==> config.mk <==
export PLATFORM = sky130hd
export DESIGN_NAME = bgp_board_io
export DESIGN_NICKNAME = d
export VERILOG_FILES = /design/src/verilog/bgp_pkg.sv /design/src/verilog/bgp_board_io.sv
export SDC_FILE = /design/constraint.sdc
export NUM_CORES = 1
export LEC_CHECK = 0
export BUFFER_PORTS_ARGS = -buffer_cell sky130_fd_sc_hd__buf_4
export CAP_MARGIN = 20
export CORE_MARGIN = 2
export CORE_UTILIZATION = 50
export CTS_CLUSTER_DIAMETER = 120
export DETAILED_ROUTE_END_ITERATION = 8
export PLACE_DENSITY = 0.85
export SYNTH_ARGS = -nofsm -noshare
export SYNTH_HDL_FRONTEND = slang
export SYNTH_SLANG_ARGS = --single-unit
==> constraint.sdc <==
create_clock -name sys_clk_in -period 5.1 [get_ports sys_clk_in]
set_input_delay 0 -clock sys_clk_in [delete_from_list [all_inputs] [get_ports sys_clk_in]]
set_output_delay 0 -clock sys_clk_in [all_outputs]
set_load 0.02 [all_outputs]
==> src/verilog/bgp_pkg.sv <==
// Purpose: Constants and types for the board I/O and pin override block
// Assumes: One 50 MHz clock, synchronous active-high reset
// Notes: Register addresses are full 32-bit byte addresses
package bgp_pkg;

    // Register addresses
    localparam logic [31:0] BGP_ADDR_DATA = 32'h0900_0000;
    localparam logic [31:0] BGP_ADDR_PIN = 32'h9000_0008;
    localparam logic [31:0] BGP_ADDR_CTL = 32'h9000_000C;

    // Board I/O data register fields
    localparam int BGP_LED_LSB = 0;
    localparam int BGP_DLED_LSB = 4;
    localparam int BGP_BTN_LSB = 9;
    localparam int BGP_DIP_LSB = 14;
    localparam int BGP_COAX_IN_LSB = 22;
    localparam int BGP_COAX_OUT_LSB = 24;
    localparam int BGP_UCLK_BIT = 26;
    localparam int BGP_BSEL_LSB = 27;

    // Companion control register fields
    localparam int BGP_TW_OVR_BIT = 6;
    localparam int BGP_KM_OVR_BIT = 7;
    localparam int BGP_RST_CAP_BIT = 12;

    // Pin-access register: reset button bit; overridable pin bit positions
    localparam int BGP_RST_BTN_BIT = 12;
    localparam int BGP_NPIN = 6;
    localparam int BGP_PIN_BIT [BGP_NPIN] = '{0, 1, 8, 9, 10, 11};

    // Writable bit masks; all other bits are inputs or reserved
    localparam logic [31:0] BGP_DATA_WR_MASK = 32'h1B00_01FF;
    localparam logic [31:0] BGP_PIN_WR_MASK = 32'h0000_0F03;
    localparam logic [31:0] BGP_CTL_WR_MASK = 32'h0000_1FC3;

    // Values after reset: outputs off, every pin direction an input
    localparam logic [31:0] BGP_DATA_RESET = 32'h0000_0000;
    localparam logic [31:0] BGP_PIN_RESET = 32'h0000_0000;
    localparam logic [31:0] BGP_CTL_RESET = 32'h0000_0F03;

    // Synchroniser vector layout
    localparam int BGP_S_BTN = 0;
    localparam int BGP_S_DIP = 5;
    localparam int BGP_S_COAX = 13;
    localparam int BGP_S_UCLK = 15;
    localparam int BGP_S_PIN = 16;
    localparam int BGP_S_RST = 22;
    localparam int BGP_NSYNC = 23;

    // One driven pin
    typedef struct packed {
        logic o;
        logic oe;
    } bgp_pin_s;

endpackage
==> src/verilog/bgp_board_io.sv <==
// Purpose: Board LED/button/switch register and direct pin override access
// Assumes: Simple register port, reads answered one cycle after the strobe
// Notes: Pin order 0..5 is two-wire clock, two-wire data, mouse clock,
//        mouse data, keyboard clock, keyboard data
`timescale 1ns/1ns
`default_nettype none

module bgp_board_io
    import bgp_pkg::*;
(
    input wire logic sys_clk_in,
    input wire logic rst_in,
    input wire logic [31:0] addr_in,
    input wire logic wr_in,
    input wire logic rd_in,
    input wire logic [31:0] wdata_in,
    output logic [31:0] rdata_out,
    output logic [3:0] led_out,
    output logic [4:0] dir_led_out,
    input wire logic [4:0] button_in,
    input wire logic [7:0] dip_in,
    input wire logic [1:0] coax_in,
    output logic [1:0] coax_out,
    input wire logic user_clk_in,
    output logic [1:0] bus_sel_out,
    input wire logic [5:0] pin_in,
    output logic [5:0] pin_out,
    output logic [5:0] pin_oe_out,
    input wire logic [5:0] ctl_pin_o_in,
    input wire logic [5:0] ctl_pin_oe_in,
    output logic [5:0] ctl_pin_i_out,
    input wire logic reset_button_in,
    output logic sys_reset_req_out
);

    logic [31:0] data_reg;
    logic [31:0] pin_reg;
    logic [31:0] ctl_reg;
    logic [31:0] rdata_reg;
    logic [BGP_NSYNC-1:0] sync1_reg;
    logic [BGP_NSYNC-1:0] sync2_reg;
    logic [5:0] ctl_in_reg;
    logic rst_req_reg;
    logic [BGP_NSYNC-1:0] raw_in;
    logic sel_data;
    logic sel_pin;
    logic sel_ctl;
    logic [31:0] data_next;
    logic [31:0] pin_next;
    logic [31:0] ctl_next;
    logic [31:0] data_view;
    logic [31:0] pin_view;
    logic [31:0] rdata_next;
    logic [5:0] pin_ovr;
    logic [5:0] pin_live;
    bgp_pin_s [5:0] drive;

    // Address decode; unmapped addresses read zero and ignore writes
    assign sel_data = (addr_in == BGP_ADDR_DATA);
    assign sel_pin = (addr_in == BGP_ADDR_PIN);
    assign sel_ctl = (addr_in == BGP_ADDR_CTL);

    // Only writable bits are stored, so reserved bits stay zero
    assign data_next = wdata_in & BGP_DATA_WR_MASK;
    assign pin_next = wdata_in & BGP_PIN_WR_MASK;
    assign ctl_next = wdata_in & BGP_CTL_WR_MASK;

    // Every board input crosses into this clock through two flops
    assign raw_in = {reset_button_in, pin_in, user_clk_in, coax_in, dip_in, button_in};
    assign pin_live = sync2_reg[BGP_S_PIN +: 6];

    // Data register view: stored outputs merged with sampled inputs
    always_comb begin
        data_view = data_reg;
        data_view[BGP_BTN_LSB +: 5] = sync2_reg[BGP_S_BTN +: 5];
        data_view[BGP_DIP_LSB +: 8] = sync2_reg[BGP_S_DIP +: 8];
        data_view[BGP_COAX_IN_LSB +: 2] = sync2_reg[BGP_S_COAX +: 2];
        data_view[BGP_UCLK_BIT] = sync2_reg[BGP_S_UCLK];
    end

    // Override enable per pin: two two-wire pins, four keyboard/mouse pins
    assign pin_ovr = {{4{ctl_reg[BGP_KM_OVR_BIT]}}, {2{ctl_reg[BGP_TW_OVR_BIT]}}};

    // Per-pin override: mux, pin outputs and assertions
    genvar g;
    generate
        for (g = 0; g < BGP_NPIN; g = g + 1) begin : g_pin
            // Direction 0 drives the latched value, 1 only listens
            assign drive[g].oe = pin_ovr[g] ? ~ctl_reg[BGP_PIN_BIT[g]] : ctl_pin_oe_in[g];
            assign drive[g].o = pin_ovr[g] ? pin_reg[BGP_PIN_BIT[g]] : ctl_pin_o_in[g];
            assign pin_out[g] = drive[g].o;
            assign pin_oe_out[g] = drive[g].oe;

            a_pin_drive_out: assert property (@(posedge sys_clk_in) disable iff (rst_in)
                (pin_ovr[g] && !ctl_reg[BGP_PIN_BIT[g]]) |-> (pin_oe_out[g] && pin_out[g] == pin_reg[BGP_PIN_BIT[g]]))
                else $error("override pin not driven from written value");
            a_pin_dir_input: assert property (@(posedge sys_clk_in) disable iff (rst_in)
                (pin_ovr[g] && ctl_reg[BGP_PIN_BIT[g]]) |-> !pin_oe_out[g])
                else $error("input-direction pin is driven");
            a_pin_ctl_return: assert property (@(posedge sys_clk_in) disable iff (rst_in)
                !pin_ovr[g] |-> (pin_oe_out[g] == ctl_pin_oe_in[g] && pin_out[g] == ctl_pin_o_in[g]))
                else $error("pin not returned to its controller");
        end
    endgenerate

    // Pin-access view: live pin values only while enabled
    always_comb begin
        pin_view = 32'h0000_0000;
        for (int i = 0; i < BGP_NPIN; i++) begin
            pin_view[BGP_PIN_BIT[i]] = pin_ovr[i] & pin_live[i];
        end
        pin_view[BGP_RST_BTN_BIT] = ctl_reg[BGP_RST_CAP_BIT] & sync2_reg[BGP_S_RST];
    end

    // Read mux
    assign rdata_next = sel_data ? data_view : sel_pin ? pin_view : sel_ctl ? ctl_reg : 32'h0000_0000;

    // Input synchronisers
    always_ff @(posedge sys_clk_in) begin
        sync1_reg <= raw_in;
        sync2_reg <= sync1_reg;
    end

    // Register writes
    always_ff @(posedge sys_clk_in) begin
        if (rst_in) begin
            data_reg <= BGP_DATA_RESET;
            pin_reg <= BGP_PIN_RESET;
            ctl_reg <= BGP_CTL_RESET;
        end else if (wr_in) begin
            if (sel_data) data_reg <= data_next;
            if (sel_pin) pin_reg <= pin_next;
            if (sel_ctl) ctl_reg <= ctl_next;
        end
    end

    // Read data, reset request, controller-side pin values
    always_ff @(posedge sys_clk_in) begin
        if (rst_in) begin
            rdata_reg <= 32'h0000_0000;
            rst_req_reg <= 1'b0;
            ctl_in_reg <= 6'h00;
        end else begin
            if (rd_in) rdata_reg <= rdata_next;
            // Captured button is masked so software can poll it safely
            rst_req_reg <= sync2_reg[BGP_S_RST] & ~ctl_reg[BGP_RST_CAP_BIT];
            ctl_in_reg <= pin_live;
        end
    end

    // Board outputs straight from the data register; read data, reset request and pin copy from their registers
    assign led_out = data_reg[BGP_LED_LSB +: 4];
    assign dir_led_out = data_reg[BGP_DLED_LSB +: 5];
    assign coax_out = data_reg[BGP_COAX_OUT_LSB +: 2];
    assign bus_sel_out = data_reg[BGP_BSEL_LSB +: 2];
    assign rdata_out = rdata_reg;
    assign sys_reset_req_out = rst_req_reg;
    assign ctl_pin_i_out = ctl_in_reg;

    a_led_write_out: assert property (@(posedge sys_clk_in) disable iff (rst_in)
        (wr_in && sel_data) |=> ({dir_led_out, led_out} == $past(wdata_in[8:0])))
        else $error("LED outputs do not follow write");
    a_button_read: assert property (@(posedge sys_clk_in) disable iff (rst_in)
        (rd_in && sel_data) |=> (rdata_out[13:9] == $past(sync2_reg[4:0])))
        else $error("button bits wrong on read");
    a_dip_read: assert property (@(posedge sys_clk_in) disable iff (rst_in)
        (rd_in && sel_data) |=> (rdata_out[21:14] == $past(sync2_reg[12:5])))
        else $error("switch bits wrong on read");
    // Coax inputs sit at 23:22 and the user clock at 26; stored coax outputs between them
    a_coax_read: assert property (@(posedge sys_clk_in) disable iff (rst_in)
        (rd_in && sel_data) |=> ({rdata_out[26], rdata_out[23:22]} == $past(sync2_reg[15:13])))
        else $error("coax or user clock bits wrong");
    a_coax_out_read: assert property (@(posedge sys_clk_in) disable iff (rst_in)
        (rd_in && sel_data) |=> (rdata_out[25:24] == $past(coax_out)))
        else $error("coax output bits not read back");
    a_rsvd_zero: assert property (@(posedge sys_clk_in) disable iff (rst_in)
        (rd_in && sel_data) |=> (rdata_out[31:29] == 3'h0))
        else $error("reserved bits not zero");
    a_bus_sel_out: assert property (@(posedge sys_clk_in) disable iff (rst_in)
        (wr_in && sel_data) |=> (bus_sel_out == $past(wdata_in[28:27])))
        else $error("bus select does not follow write");
    a_tw_gate_read: assert property (@(posedge sys_clk_in) disable iff (rst_in)
        (rd_in && sel_pin && !ctl_reg[BGP_TW_OVR_BIT]) |=> (rdata_out[1:0] == 2'h0))
        else $error("two-wire bits visible while disabled");
    a_km_read: assert property (@(posedge sys_clk_in) disable iff (rst_in)
        (rd_in && sel_pin && ctl_reg[BGP_KM_OVR_BIT]) |=> (rdata_out[11:8] == $past(sync2_reg[21:18])))
        else $error("keyboard/mouse pins not read live");
    a_rst_btn_read: assert property (@(posedge sys_clk_in) disable iff (rst_in)
        (rd_in && sel_pin) |=> (rdata_out[12] == $past(ctl_reg[12] & sync2_reg[22])))
        else $error("reset button bit wrong");
    a_rst_blocked: assert property (@(posedge sys_clk_in) disable iff (rst_in)
        (ctl_reg[BGP_RST_CAP_BIT] && $past(ctl_reg[BGP_RST_CAP_BIT])) |-> !sys_reset_req_out)
        else $error("captured reset button caused reset");

    // Pin-access gaps and the controller-side copy of the pins
    a_pin_rsvd_zero: assert property (@(posedge sys_clk_in) disable iff (rst_in)
        (rd_in && sel_pin) |=> (rdata_out[31:13] == 19'h00000 && rdata_out[7:2] == 6'h00))
        else $error("pin-access reserved bits not zero");
    a_km_gate_read: assert property (@(posedge sys_clk_in) disable iff (rst_in)
        (rd_in && sel_pin && !ctl_reg[BGP_KM_OVR_BIT]) |=> (rdata_out[11:8] == 4'h0))
        else $error("keyboard/mouse bits visible while disabled");
    a_ctl_pin_in: assert property (@(posedge sys_clk_in) disable iff (rst_in)
        1'b1 |=> (ctl_pin_i_out == $past(pin_live)))
        else $error("controller pin copy does not follow pins");

endmodule // bgp_board_io

`default_nettype wire

==> metrics.yaml <==
outcome:
  outcome: "finished clean"
finish:
  area_growth_pct: 47.7
  seq_area_um2: 2200
  antenna_cells: 0
  drive_above_1_share_pct: 35.1
  fillCellCount: 477
  nets: 628
  largest_register_ffs: 29
  multiInputGateArea_um2: 1400
  stdcell_count: 629
  final_util_pct: 76.2
placement:
  port_buffers: 148
  hpwl_um: 6480
  globalplace.congestion: 0.794
  placed_cells: 571
die:
  dieArea_um2: 8140
  pin_count: 167
  rows: 31
  dieHeight_um: 90.2
  start_util_pct: 51.5
  core_area_um2: 7210
  die_w_um: 90.2
detailed_routing:
  dr_wl_met2_um: 5580
  wl_met1_um: 3770
  wl_met3_um: 796
  num_vias: 3173
  wire_per_inst_um: 16.4
  drt_iter0_markers: 99
  first_pass_iters: 4
  drt-total-wl_um: 10300
  ant_nets: 0
  drc: 0
  routed_via_density: 5.04
  top_layer_used: "met4"
power_and_ir_drop:
  leakage_nw: 2.34
  combinationalPowerShare_pct: 8.7
  p_int_mw: 1.16
  fin_total_pwr_mw: 1.54
  irDropWorstVdd_v: 0.000262
  p_seq_share_pct: 57.5
  clkPwrFrac_pct: 33.7
  net-switching-power_uw: 386
  power_density_nw_per_um2: 281
  p_sw_share_pct: 25.1
synthesis:
  avgSynthCellArea_um2: 10.9
  synth-seq-area-share_pct: 59.2
  synth_edf_count: 0
  synthCells: 342
  synth_area_leaders: "dfxtp_1, mux2i_1, nor2b_1"
  synth-seq-cells: 110
  ys_types: 38
  synth_commonest_cells: "dfxtp_1, nor2_1, nor2b_1, mux2i_1, a21oi_1"
  ys.flop_type: "dfxtp_1"
  yosys.area.top_type_share_pct: 59.2
  yosysMostFrequentCell: "dfxtp_1"
  ys_warn_count: 0
  synth_area_leader_cell: "dfxtp_1"
  netlist_area_um2: 3720
  async_reset_ff_share_pct: 0
timing:
  max_freq_mhz: 457
  rsz0062_at_grt: "false"
  setup_viol: 0
  hold_violations: 0
  min_period_ns: 2.19
  hold_ws_ns: 0.0795
  fin_crit_sh_pct: 42.9
  drv_slew: 0
  relSlewSlack_pct: 33.6
  tns_ns: 0
  fin_skew_ns: 0.0145
  worst_pin_slew_ns: 0.983
clocking:
  clock_path_buffers: 2
  root_buffer: "clkbuf_8"
  cts_hold_buffers: 42
  postCtsResizedCells: 0
  post-cts-setup-buffer-count: 0
  clk_latency_ns: 0.38
  clkSinkCount: 110
  cts_made_buffers: 9
  clkTransAtPathRegs_ns: 0.11
  htreeDepth: 3
  cts_tree: "built"
grt:
  overflow: 0
  grt_max_degree: 61
  antenna_found_initial: 0
  grt_util_all_layers_pct: 25.1
  grt_pass1_wl_um: 16100
  first_global_vias: 3322
critical_path:
  path_class: "input port to flip-flop"
  worstPathMaxFanout: 15
  crit_path_end_kind: "flip-flop"
  critical_path_required_ns: 5.37
  arrival_ns: 2.46
  worstSetupStartpointType: "input port"
run:
  drv_cap: 0
min_path:
  hp-class: "input port to flip-flop"
## layout make-up
cell class	instances	share of cell area (%)
Inverter	7	0.478
Clock buffer	9	2.25
Timing Repair Buffer	192	28.1
Multi-Input combinational cell	205	25.4
Clock inverter	7	1.39
Sequential cell	110	40.1
Tap cell	99	2.25
## power groups by stage
stage                     Clock (mW)  Combinational, mW  Sequential, mW
after detailed placement           0              0.106           0.907
after CTS                      0.526              0.132           0.887
after global routing           0.560              0.143           0.889
after global placement             0              0.103           0.905
after floorplan                    0             0.0328           0.908
final                          0.520              0.135           0.887
## layout by cell type (no fill, tap or decap), types with 3 or more instances in the layout
| cell | count |
|---|---|
| inv_1 | 7 |
| mux2_2 | 6 |
| nor4_1 | 4 |
| nor2b_1 | 35 |
| nor2_1 | 47 |
| clkbuf_8 | 9 |
| a32oi_1 | 4 |
| conb_1 | 3 |
| nand3_1 | 4 |
| a211o_1 | 6 |
| dlygate4sd3_1 | 42 |
| nor4_2 | 4 |
| a21oi_1 | 24 |
| buf_4 | 150 |
| a22oi_1 | 7 |
| o21ai_1 | 4 |
| dfxtp_1 | 110 |
| mux2i_1 | 28 |
| nand2_1 | 4 |
## per-stage QoR
| step | setup slack [ns] | area [um^2] |
|---|---|---|
| floorplan | 3.40 | 3730 |
| finish | 2.91 | 5490 |
| CTS | 2.92 | 5490 |
| global route | 2.83 | 5490 |
| detailed placement | 2.84 | 4870 |
| global placement | 2.93 | 4870 |
## critical path, stage by stage
cell           delay, ns
dlygate4sd3_1       0.53
buf_4               0.14
or4_4               0.50
nor4_4              0.84
nor2b_1             0.14
a211o_1             0.30
## final timing paths
| check | end | startpoint | slack [ns] | depth (start not counted) |
|---|---|---|---|---|
| hold / removal | rdata_out[11] | addr_in[2] | 0.08 | 4 |
| setup reg to reg | rdata_out[10] | ctl_reg[7] | 3.11 | 3 |
| setup / recovery | ctl_reg[10] | addr_in[30] | 2.91 | 6 |
| hold reg to reg | sync2_reg[16] | sync1_reg[16] | 0.33 | 0 |
## routing by layer
layer | vias to the layer above | global-route usage, %
met1 | 1487 | 25.3
met3 | 18 | 8.38
met2 | 137 | 47.7
met5 | - | 0
li1 | 1531 | -
met4 | 0 | 8.72
## kinds of logic after synthesis
family | Yosys count | share of synthesized area, %
flops | 110 | 59.2
buf+inv | 29 | 3.63
other cells | 1 | 0.101
mux | 34 | 9.35
simple gates | 117 | 19.0
compound gates | 51 | 8.68
Note: power is estimated with default switching activity, not from simulation.
